## src/shared/mute_select_defs.vh

```
// Constants for the audio mute input source selection block
// Behaviour
// RL1: Port 1 register bits 2:0 hold a read/write selector, reset zero.
// RL2: Port 2 register holds an identical selector, reset zero, same code table.
// RL3: Code 000 drives the port mute input with constant zero.
// RL4: Code 001 routes port 0 serializer 7 / second serial clock pin.
// RL5: Code 010 routes serializer 8 / port 1 serializer 5 / second serial slave-out.
// RL6: Code 011 routes serializer 9 / port 1 serializer 4 / second serial slave-in.
// RL7: Code 100 routes the port 2 receive high-frequency clock pin.
// RL8: Code 101 routes the first serial interface slave-in pin.
// RL9: Code 110 routes first serial chip select / second two-wire clock pin.
// RL10: Code 111 routes first serial enable / second two-wire data pin.
// RL11: Bits 31:3 reserved; read any value, software writes zeros only.
// RL12: Without port 2, its register is reserved and has no effect.
// RL13: Registered selector drives the mux; new choice acts after write completes.
`ifndef MUTE_SELECT_DEFS_VH
`define MUTE_SELECT_DEFS_VH

// ----------------------------------------
// Register map (byte addresses)
// ----------------------------------------
`define PORT1_MUTE_CFG_ADDR 32'h4000001c
`define PORT2_MUTE_CFG_ADDR 32'h40000020

// ----------------------------------------
// Fields and reset values
// ----------------------------------------
`define SEL_MSB 2
`define SEL_LSB 0
`define SEL_WIDTH 3
`define SEL_RESET 3'h0

// ----------------------------------------
// Selector codes
// ----------------------------------------
`define SEL_ZERO 3'h0
`define SEL_SER7 3'h1
`define SEL_SER8 3'h2
`define SEL_SER9 3'h3
`define SEL_HCLK 3'h4
`define SEL_SIMO0 3'h5
`define SEL_CS0 3'h6
`define SEL_ENA0 3'h7

`endif

```

## src/hw/pin_sync.v

```verilog
// Two-stage synchroniser for a bundle of pin inputs
`timescale 1ns/1ps
module pin_sync
#(
    parameter WIDTH = 7
)
(
    input wire clock,
    input wire reset_n,
    input wire [WIDTH-1:0] pinsIn,
    output wire [WIDTH-1:0] pinsSync
);
    reg [WIDTH-1:0] stage1_reg;
    reg [WIDTH-1:0] stage2_reg;

    // First stage is read only by the second stage
    always @(posedge clock or negedge reset_n)
    begin
        if (!reset_n)
        begin
            stage1_reg <= {WIDTH{1'b0}};
            stage2_reg <= {WIDTH{1'b0}};
        end
        else
        begin
            stage1_reg <= pinsIn;
            stage2_reg <= stage1_reg;
        end
    end

    assign pinsSync = stage2_reg;
endmodule

```

## src/hw/mute_source_mux.v

```verilog
// Eight-way mute source multiplexer driven by a selector code
`timescale 1ns/1ps
`include "mute_select_defs.vh"
module mute_source_mux
(
    input wire [2:0] sel,
    input wire [6:0] sources,
    output reg muteOut
);
    // Code zero gives constant low; others pick one synchronised pin
    always @*
    begin
        case (sel)
            `SEL_ZERO: muteOut = 1'b0; // RL3
            `SEL_SER7: muteOut = sources[0]; // RL4
            `SEL_SER8: muteOut = sources[1]; // RL5
            `SEL_SER9: muteOut = sources[2]; // RL6
            `SEL_HCLK: muteOut = sources[3]; // RL7
            `SEL_SIMO0: muteOut = sources[4]; // RL8
            `SEL_CS0: muteOut = sources[5]; // RL9
            `SEL_ENA0: muteOut = sources[6]; // RL10
            default: muteOut = 1'b0;
        endcase
    end
endmodule

```

## src/hw/audio_mute_input_select.v

```verilog
// APB register block choosing the mute input source of audio ports 1 and 2
//
// Register access over APB is this design's own decision.
`timescale 1ns/1ps
`include "mute_select_defs.vh"
module audio_mute_input_select
#(
    parameter HAS_PORT2 = 1
)
(
    input wire clock,
    input wire reset_n,
    input wire psel,
    input wire penable,
    input wire pwrite,
    input wire [31:0] paddr,
    input wire [31:0] pwdata,
    output reg [31:0] prdata,
    output reg pready,
    output reg pslverr,
    input wire port0_serializer7_pin,
    input wire port0_serializer8_pin,
    input wire port0_serializer9_pin,
    input wire port2_rx_high_clock_pin,
    input wire first_serial_if_slave_in_pin,
    input wire first_serial_if_chip_select_pin,
    input wire first_serial_if_enable_pin,
    output reg port1MuteIn,
    output reg port2MuteIn
);
    // ----------------------------------------
    // Registers and wires
    // ----------------------------------------
    // Response phase codes; the access phase follows setup by one edge
    localparam PHASE_IDLE = 1'b0;
    localparam PHASE_ACCESS = 1'b1;

    // Response path state and its next values
    reg phase_reg;
    reg phase_next;
    reg pready_next;
    reg pslverr_next;
    reg [31:0] prdata_next;

    // Read-back word and address-hit flag of the current setup cycle
    reg [31:0] rdata_next;
    reg hit_next;

    // Selector values of both ports, as seen by the read-back path
    wire [2:0] port1Sel;
    wire [2:0] port2Sel;

    // Raw and synchronised pin bundles
    wire [6:0] pinsRaw;
    wire [6:0] pinsSync;

    // Bus decode
    wire setupPhase;
    wire hitPort1;
    wire hitPort2;
    wire accessDone;
    wire writeDone;

    // Per-lane vectors; lane 0 is port 1, lane 1 is port 2
    wire [1:0] hitVec;
    wire [1:0] portPresent;
    wire [5:0] selBank;
    wire [1:0] muxVec;

    // ----------------------------------------
    // Pin synchronisers
    // ----------------------------------------
    // Bit order follows the selector codes 001 to 111, lowest bit first
    assign pinsRaw = {first_serial_if_enable_pin, first_serial_if_chip_select_pin,
        first_serial_if_slave_in_pin, port2_rx_high_clock_pin,
        port0_serializer9_pin, port0_serializer8_pin, port0_serializer7_pin};

    // Pins come from outside the clock domain; the fast receive clock
    // is only sampled, so treat it as a slow level indicator.
    // Both ports share one synchroniser bank to save flops.
    pin_sync #(.WIDTH(7)) syncPins
    (
        .clock(clock),
        .reset_n(reset_n),
        .pinsIn(pinsRaw),
        .pinsSync(pinsSync)
    );

    // ----------------------------------------
    // APB decode
    // ----------------------------------------
    // Full 32-bit compare; aliases of the two words are refused
    assign setupPhase = psel & ~penable;
    assign hitPort1 = (paddr == `PORT1_MUTE_CFG_ADDR);
    assign hitPort2 = (paddr == `PORT2_MUTE_CFG_ADDR) && (HAS_PORT2 != 0); // RL12

    // A write lands only at the edge that completes the access
    assign accessDone = psel & penable & pready;
    assign writeDone = accessDone & pwrite;

    // Address hits and port presence, indexed by lane
    assign hitVec = {hitPort2, hitPort1};
    assign portPresent = {(HAS_PORT2 != 0), 1'b1}; // RL12

    // Read data; reserved bits read as zero
    always @*
    begin
        rdata_next = 32'h00000000;
        hit_next = 1'b1;
        if (hitPort1)
            rdata_next[`SEL_MSB:`SEL_LSB] = port1Sel; // RL1
        else if (hitPort2)
            rdata_next[`SEL_MSB:`SEL_LSB] = port2Sel; // RL2
        else
            hit_next = 1'b0;
    end

    // ----------------------------------------
    // Response phase machine
    // ----------------------------------------
    // No wait state: pready rises in the first access cycle, so the
    // transfer completes at the second edge after setup. The answer is
    // fixed, so a master never waits longer than that.
    always @*
    begin
        phase_next = PHASE_IDLE;
        pready_next = 1'b0;
        pslverr_next = 1'b0;
        prdata_next = 32'h00000000;
        case (phase_reg)
            PHASE_IDLE:
            begin
                if (setupPhase)
                begin
                    phase_next = PHASE_ACCESS;
                    pready_next = 1'b1;
                    pslverr_next = ~hit_next; // RL12
                    prdata_next = pwrite ? 32'h00000000 : rdata_next;
                end
            end
            PHASE_ACCESS:
            begin
                // Completing edge; a back-to-back setup is seen next cycle
                phase_next = PHASE_IDLE;
            end
            default:
            begin
                phase_next = PHASE_IDLE;
            end
        endcase
    end

    // Response flops; answer outputs stand for the access cycle only
    always @(posedge clock or negedge reset_n)
    begin
        if (!reset_n)
        begin
            phase_reg <= PHASE_IDLE;
            pready <= 1'b0;
            pslverr <= 1'b0;
            prdata <= 32'h00000000;
        end
        else
        begin
            phase_reg <= phase_next;
            pready <= pready_next;
            pslverr <= pslverr_next;
            prdata <= prdata_next;
        end
    end

    // ----------------------------------------
    // Selector lanes
    // ----------------------------------------
    // One lane per port: selector register and its multiplexer. Upper
    // write bits are dropped, since software must keep them zero anyway.
    // An absent port never takes a write and its mux output is forced low.
    genvar lane;
    generate
        for (lane = 0; lane < 2; lane = lane + 1)
        begin : portLane
            reg [2:0] laneSel_reg;
            reg [2:0] laneSel_next;
            wire laneWrite;
            wire laneMux;

            // Write strobe for this lane only
            assign laneWrite = writeDone & hitVec[lane] & portPresent[lane];

            // Hold the selector unless this lane is written
            always @*
            begin
                laneSel_next = laneSel_reg;
                if (laneWrite)
                    laneSel_next = pwdata[`SEL_MSB:`SEL_LSB]; // RL1 RL2 RL11
            end

            // Selector storage; both lanes leave reset at code zero
            always @(posedge clock or negedge reset_n)
            begin
                if (!reset_n)
                    laneSel_reg <= `SEL_RESET; // RL1 RL2
                else
                    laneSel_reg <= laneSel_next; // RL13
            end

            // Same code table for both lanes
            mute_source_mux laneMuxInst
            (
                .sel(laneSel_reg),
                .sources(pinsSync),
                .muteOut(laneMux)
            );

            // Lane results into the shared vectors
            assign selBank[3 * lane + 2:3 * lane] = laneSel_reg;
            assign muxVec[lane] = laneMux & portPresent[lane]; // RL12
        end
    endgenerate

    // Selector values handed to the read-back path
    assign port1Sel = selBank[2:0];
    assign port2Sel = selBank[5:3];

    // ----------------------------------------
    // Mute outputs
    // ----------------------------------------
    // Registered outputs: one edge after the selector, so a new
    // choice shows at the edge after the write completes
    always @(posedge clock or negedge reset_n)
    begin
        if (!reset_n)
        begin
            port1MuteIn <= 1'b0;
            port2MuteIn <= 1'b0;
        end
        else
        begin
            port1MuteIn <= muxVec[0]; // RL13
            port2MuteIn <= muxVec[1]; // RL12 RL13
        end
    end
endmodule

```

## config.mk

```make
export PLATFORM = sky130hd
export DESIGN_NAME = audio_mute_input_select
export DESIGN_NICKNAME = d
export VERILOG_FILES = /design/src/hw/pin_sync.v /design/src/hw/mute_source_mux.v /design/src/hw/audio_mute_input_select.v
export VERILOG_INCLUDE_DIRS = /design/src /design/src/shared
export SDC_FILE = /design/constraint.sdc
export NUM_CORES = 1
export LEC_CHECK = 0
export BUFFER_PORTS_ARGS = -buffer_cell sky130_fd_sc_hd__clkbuf_2
export CORE_ASPECT_RATIO = 1.4
export CORE_MARGIN = 5
export CORE_UTILIZATION = 41
export DETAILED_ROUTE_END_ITERATION = 10
export MAX_ROUTING_LAYER = met4
export PLACE_DENSITY = 0.85
export REMOVE_ABC_BUFFERS = 1
export SYNTH_ARGS = -nofsm -noshare
export SYNTH_HDL_FRONTEND = slang
export SYNTH_HIERARCHICAL = 1
export SYNTH_SLANG_ARGS = --single-unit
```

## constraint.sdc

```tcl
create_clock -name clock -period 2.37 [get_ports clock]
set_clock_uncertainty 0.15 [all_clocks]
set_input_delay 0.237 -clock clock [delete_from_list [all_inputs] [get_ports clock]]
set_output_delay 0.237 -clock clock [all_outputs]
set_load 0.02 [all_outputs]
```

==> impl_metrics.py, run 1 <==
metrics = {
    "cts": {
        "numCtsBuffers": 3,
        "cts_root_buf": "clkbuf_8",
        "cts.path.max_buffers": 2,
        "clk_pin_slew_worst_paths_ps": 90,
        "cts_tree": "built",
        "htree_levels": 1,
        "cts-resized-gates": 0,
        "cts_setup_buffers": 0,
        "cts_hold_buffers": 9,
        "cts_sinks": 27,
        "insertion_delay_ps": 270,
    },
    "die": {
        "ioPinCount": 112,
        "die_area_sq_um": 4510,
        "die_x_microns": 58.2,
        "core_sq_um": 3120,
        "initial_core_util_pct": 42.7,
        "std_cell_rows": 24,
        "fp.dieH_microns": 77.5,
    },
    "timing": {
        "slew_viol_final": 0,
        "max_freq_mhz": 514,
        "min_period_ps": 1950,
        "rsz0062_at_grt": "no",
        "fin_setup_tns_ps": 0,
        "slew-limit-headroom_pct": 57.8,
        "hold_viol": 0,
        "tightest_slew_ps": 633,
        "finalWorstSetupSlack_ps": 424,
        "post-route-period-util_pct": 82.1,
        "setup_viol": 0,
    },
    "drt": {
        "dr.pass1.iters": 4,
        "vias": 939,
        "postRouteAntennaNets": 0,
        "avgViaCountPerCell": 4.49,
        "wire_per_inst_microns": 12.8,
        "drtIter0Drc": 15,
        "drc_errors": 0,
        "drt-total-wl_mm": 2.68,
    },
    "setup_path": {
        "critPathArrivalTime_ps": 1950,
        "cp-end-kind": "register",
        "path_buf_inv": 1,
        "crit_slowest_cell": "or4_4",
        "start_kind": "input pin",
        "worst-setup-path-type": "in2reg",
        "worstPathRequired_ps": 2370,
        "worstPathCellList": "clkbuf_2 -> or4_4 -> or3_4 -> nor4_4 -> mux2_1",
        "crit_family": "simple AND/OR/NAND/NOR gates",
        "slowest_delay_ps": 530,
        "worstPathMaxFanout": 3,
    },
    "finish": {
        "diodes": 0,
        "final_nets": 247,
        "areaGrowthSynthToFinish_pct": 26.4,
        "drive_gt1_share_pct": 43.5,
    },
    "power": {
        "power.leakage_nw": 0.870,
        "p_per_area_nw_per_um2": 507,
        "ir_worst_vdd_mv": 0.461,
    },
    "global_route": {
        "grtUsageTotal_pct": 12.4,
        "overflow": 0,
        "grt_pass1_vias": 987,
        "antenna_found_initial": 0,
        "grt_max_degree": 28,
        "grt_pass1_wl_mm": 4.22,
    },
    "place": {
        "dp_slack_ps": 124,
        "io_buffers": 53,
        "dp_hpwl_mm": 2.23,
        "gp_congestion": 0.699,
    },
    "worst_hold_path": {
        "min_path_type": "in2reg",
    },
    "synth": {
        "ys_warn_count": 6,
        "synth-seq-area-share_pct": 50.7,
        "ys_types": 23,
        "synth_area_per_cell_sq_um": 12.8,
        "synth_ff_type": "dfrtp_1",
        "synth_edf_count": 0,
        "syn_area_sq_um": 1330,
        "yosysTopAreaCell": "dfrtp_1",
        "yosys-top-cells-area": "dfrtp_1, buf_4, mux2_1",
        "synthArstFlopShare_pct": 100,
        "synthCells": 104,
        "ys_seq_elements": 27,
        "synth_top_area_share_pct": 50.7,
    },
    "run_status": {
        "outcome": "completed",
    },
    "flow_run": {
        "drv_cap": 0,
    },
}
cell type report:
cell class	count	area (sq um)
fillers	295	1440
multi-input cells	75	542
clock buffers	3	41.3
flip-flops and latches	27	676
well taps	39	48.8
clock inverters	1	7.51
repair buffers	64	370
through the flow:
stage / power, W / std cells / area, sq um / utilization [%] / hold WS (ps)
final: 0.000854 / 209 / 1690 / 54.0 / 49.2
after global routing: 0.000896 / 209 / 1690 / 54.0 / 45.9
after CTS: 0.000868 / 209 / 1690 / 54.0 / 42.7
after detailed placement: 0.000596 / 196 / 1550 / 49.5 / 140
after global placement: 0.000592 / 196 / 1550 / 49.5 / 123
after floorplan: 0.000543 / 102 / 1220 / - / -209
cells by family (layout without fill, tap and decap cells):
group                  after synthesis  after routing  share of synthesized area (%)
muxes                               14             14                           13.5
other                                1             29                          0.281
AOI/OAI and AO/OA                    4              4                           1.50
and+or+nand+nor                     28             28                           17.4
buffers and inverters               30             68                           16.6
DFF                                 27             27                           50.7
worst paths after layout:
path                                             startpoint                                to  slack, ps  depth (start not counted)
setup / recovery                                  paddr[21]           port2Sel[1]$_DFFE_PN0P_        420                          5
hold / removal                                    pwdata[0]           port1Sel[0]$_DFFE_PN0P_         50                          2
setup reg to reg                    port2Sel[1]$_DFFE_PN0P_             port2MuteIn$_DFF_PN0_        810                          2
hold reg to reg            syncPins/stage1_reg[4]$_DFF_PN0_    syncPins/pinsSync[4]$_DFF_PN0_        200                          0
max in group asynchronous                           reset_n             port2MuteIn$_DFF_PN0_       1290                          2
min in group asynchronous                           reset_n  syncPins/stage1_reg[2]$_DFF_PN0_        370                          2
Yosys cell counts, types with 2 or more instances:
cell,count
mux2_2,4
mux4_2,2
mux2_1,8
nor4_1,5
and2_2,2
buf_4,29
dfrtp_1,27
a21oi_1,3
nand4_1,2
nand3_1,6
or4_4,3
nor4_4,2
cell usage in the layout, fill, tap and decap left out, drive strengths merged:
cell / synthesis / routed
or3: 1 / 1
clkbuf: 1 / 56
clkinvlp: 0 / 1
or4: 3 / 3
and2: 3 / 3
mux4: 2 / 2
and4: 1 / 1
buf: 29 / 2
dfrtp: 27 / 27
nand2b: 1 / 1
dlygate4sd3: 0 / 9
nand4: 2 / 2
or4b: 1 / 1
a21oi: 3 / 3
conb: 1 / 29
nor3b: 1 / 1
nor4: 7 / 7
o21ai: 1 / 1
nand4b: 1 / 1
nand3: 6 / 6
mux2: 12 / 12
nor4b: 1 / 1
where the power goes:
| part | internal [W] | switching, W |
|---|---|---|
| combinational | 0.0000468 | 0.0000725 |
| sequential | 0.000474 | 0.00000523 |
| clock | 0.000119 | 0.000137 |
worst register-to-register path: stages (launching register included):
cell and delay [ps]:
dfrtp_1 470, mux2_2 370, mux4_2 450
metal layers:
| layer | up-vias | share of wire (%) | GRT usage (%) |
|---|---|---|---|
| met4 | 0 | 1.5 | 5.57 |
| li1 | 448 | - | - |
| met5 | - | 0 | - |
| met3 | 4 | 8.7 | 1.33 |
| met1 | 434 | 33 | 12.1 |
| met2 | 53 | 57 | 23.5 |
Power figures use the tool's default switching activity.
==> run 2: changes to the inputs <==
ABC_AREA = 1   (was not set)
CORE_UTILIZATION = 35   (was 41)
PLACE_DENSITY = 0.75   (was 0.85)
clock period = 1.7 ns   (was 2.37 ns; I/O delays follow)
==> run 2 against run 1 <==
  * Count of clock-buffer cells in the layout unchanged
  * Sequential power up 40%
  * Clock power rose by 38%
  * Power grew 40%
  * Highest routed layer unchanged
  * Final cell count increased by 35%
  * First-iteration DRC count down 67%
  * Die area up 22%
  * Largest cell class unchanged
  * Sequential share of layout area decreased by 3.0 points
  * Critical path depth decreased by 1
  * Non-clock buffer count increased by 2
  * Critical endpoint is now phase_reg$_DFF_PN0_
==> impl_metrics.py, run 2 <==
metrics = {
    "die": {
        "initial_core_util_pct": 36.3,
        "fp.dieH_microns": 85.8,
        "core_sq_um": 3950,
        "die_x_microns": 64.1,
        "std_cell_rows": 27,
        "ioPinCount": 112,
        "die_area_sq_um": 5500,
    },
    "setup_path": {
        "slowest_delay_ps": 580,
        "cp-end-kind": "register",
        "worstPathCellList": "dlygate4sd3_1 -> clkbuf_2 -> nor3_1 -> dlygate4sd3_1",
        "worst-setup-path-type": "in2reg",
        "startpoint": "penable",
        "crit_slowest_cell": "dlygate4sd3_1",
        "worstPathMaxFanout": 3,
        "r2r_start": "phase_reg$_DFF_PN0_",
        "crit_end": "phase_reg$_DFF_PN0_",
        "critical_path.most_common_cell": "dlygate4sd3_1",
        "worstPathRequired_ps": 1750,
        "rrSetupSlack_ps": 270,
        "r2r_end": "phase_reg$_DFF_PN0_",
        "start_kind": "input pin",
        "critPathArrivalTime_ps": 1630,
        "reg2reg_depth": 2,
    },
    "synth": {
        "yosys.cell_count.top_type": "nand2_1",
        "synth_area_per_cell_sq_um": 8.40,
        "synth_edf_count": 0,
        "yosysTopAreaCell": "dfrtp_1",
        "ys_seq_elements": 27,
        "synthArstFlopShare_pct": 100,
        "syn_area_sq_um": 1440,
        "synth_common_cells": "nand2_1, nor2_1, buf_4",
        "synth_ff_type": "dfrtp_1",
        "synth_top_area_share_pct": 47.0,
        "ys_warn_count": 6,
        "synthCells": 171,
        "ys_types": 18,
        "synth-seq-area-share_pct": 47.0,
        "yosys-top-cells-area": "dfrtp_1, buf_4, nand2_1",
    },
    "global_route": {
        "grt_max_degree": 28,
        "overflow": 0,
        "grt_pass1_wl_mm": 4.81,
        "antenna_found_initial": 0,
        "grtUsageTotal_pct": 10.7,
        "grt_pass1_vias": 1170,
    },
    "power": {
        "power.leakage_nw": 1.02,
        "p_per_area_nw_per_um2": 656,
        "ir_worst_vdd_mv": 0.624,
    },
    "drt": {
        "drt-total-wl_mm": 2.73,
        "vias": 1145,
        "wire_per_inst_microns": 9.64,
        "postRouteAntennaNets": 0,
        "dr.pass1.iters": 4,
        "drc_errors": 0,
        "avgViaCountPerCell": 4.05,
        "drtIter0Drc": 5,
    },
    "timing": {
        "tightest_slew_ps": 621,
        "max_freq_mhz": 635,
        "slew-limit-headroom_pct": 58.6,
        "fin_setup_tns_ps": 0,
        "slew_viol_final": 0,
        "hold_viol": 0,
        "setup_viol": 0,
        "min_period_ps": 1580,
        "rsz0062_at_grt": "no",
        "post-route-period-util_pct": 92.7,
    },
    "run_status": {
        "outcome": "completed",
    },
    "cts": {
        "cts_tree": "built",
        "cts_sinks": 27,
        "insertion_delay_ps": 260,
        "numCtsBuffers": 3,
        "cts.path.max_buffers": 2,
        "cts_root_buf": "clkbuf_8",
        "clk_pin_slew_worst_paths_ps": 80,
        "htree_levels": 1,
    },
    "worst_hold_path": {
        "hp-start": "pwrite",
        "min_path_type": "in2reg",
        "holdPathStages": 4,
    },
    "finish": {
        "seq_area_sq_um": 676,
        "areaGrowthSynthToFinish_pct": 26.8,
        "nFillCells": 373,
        "multi_input_area_sq_um": 584,
        "final_nets": 317,
        "stdcell_area_sq_um": 1820,
        "diodes": 0,
        "layout_common_cells": "clkbuf_2, nand2_1, nor2_1, conb_1, dfrtp_1",
        "drive_gt1_share_pct": 28.3,
        "layout_commonest_cell": "clkbuf_2",
    },
    "place": {
        "io_buffers": 53,
        "placed_area_sq_um": 1640,
        "gp_congestion": 0.812,
        "dp_hpwl_mm": 2.18,
    },
    "flow_run": {
        "drv_cap": 0,
    },
}
-- run 2: cell types whose count changed after synthesis, moves of 4 or more --
cell and change:
mux2_1 -8, nor2_1 +30, inv_1 +15, nor4_1 -4
nand2_1 +31, o21ai_1 +6, nand4_1 +9, mux2_2 -4
-- run 2: layout make-up --
class / count / area share, %
Clock buffer: 3 / 2.27
Clock inverter: 1 / 0.412
Inverter: 17 / 3.50
Multi-Input combinational cell: 126 / 32.1
Sequential cell: 27 / 37.1
Tap cell: 43 / 2.95
Timing Repair Buffer: 66 / 21.7
-- run 2: cell families (layout without fill, tap and decap cells) --
kind of cell | Yosys count | after routing | share of synthesized area (%)
flops | 27 | 27 | 47.0
buf+inv | 46 | 87 | 19.6
other cells | 1 | 29 | 0.261
compound gates | 9 | 9 | 3.14
simple gates | 88 | 88 | 30.0
-- run 2: how the worst min path moves through the flow --
stage	to
after global routing	prdata[0]$_DFF_PN0_
final	prdata[1]$_DFF_PN0_
after CTS	prdata[0]$_DFF_PN0_
after floorplan	phase_reg$_DFF_PN0_
after detailed placement	port1MuteIn$_DFF_PN0_
after global placement	port1MuteIn$_DFF_PN0_
-- run 2: routing by layer --
layer  vias up  GRT usage (%)  wire length, microns  part of all wire (%)
met4         0           3.33                    18                  0.66
met2        26           19.8                  1560                    57
met3         2           2.49                   174                   6.4
met1       502           11.1                   979                    36
met5         -              -                     0                     0
li1        615              -                     -                     -
-- run 2: metrics by stage --
stage,hold slack (ps),std cells,total power [W],utilization [%],worst slack [ps]
after floorplan,-276,170,0.000760,-,436
after global routing,93.3,283,0.00126,46.1,42.4
final,56.2,283,0.00120,46.1,124
after detailed placement,73.3,266,0.000832,41.6,365
after CTS,50.1,283,0.00121,46.1,150
after global placement,67.6,266,0.000829,41.6,380
-- run 2: worst max-delay path, delay by kind of cell --
| kind | cells | cell delay [ps] |
|---|---|---|
| buffers and inverters | 3 | 1240 |
| AND/OR/NAND/NOR | 1 | 220 |
-- run 2: timing repair --
item                                   4_1_cts  5_1_grt
endpoints found under the hold margin       41        0
gates resized for setup                      0        0
hold buffers                                13        0
setup buffers                                0        0
-- run 2: where the power goes --
group / switching [W] / leakage (nW) / total [W] / internal (W)
Clock: 0.000187 / 0.0217 / 0.000353 / 0.000166
Combinational: 0.000106 / 0.656 / 0.000174 / 0.0000677
Sequential: 0.00000804 / 0.343 / 0.000669 / 0.000661
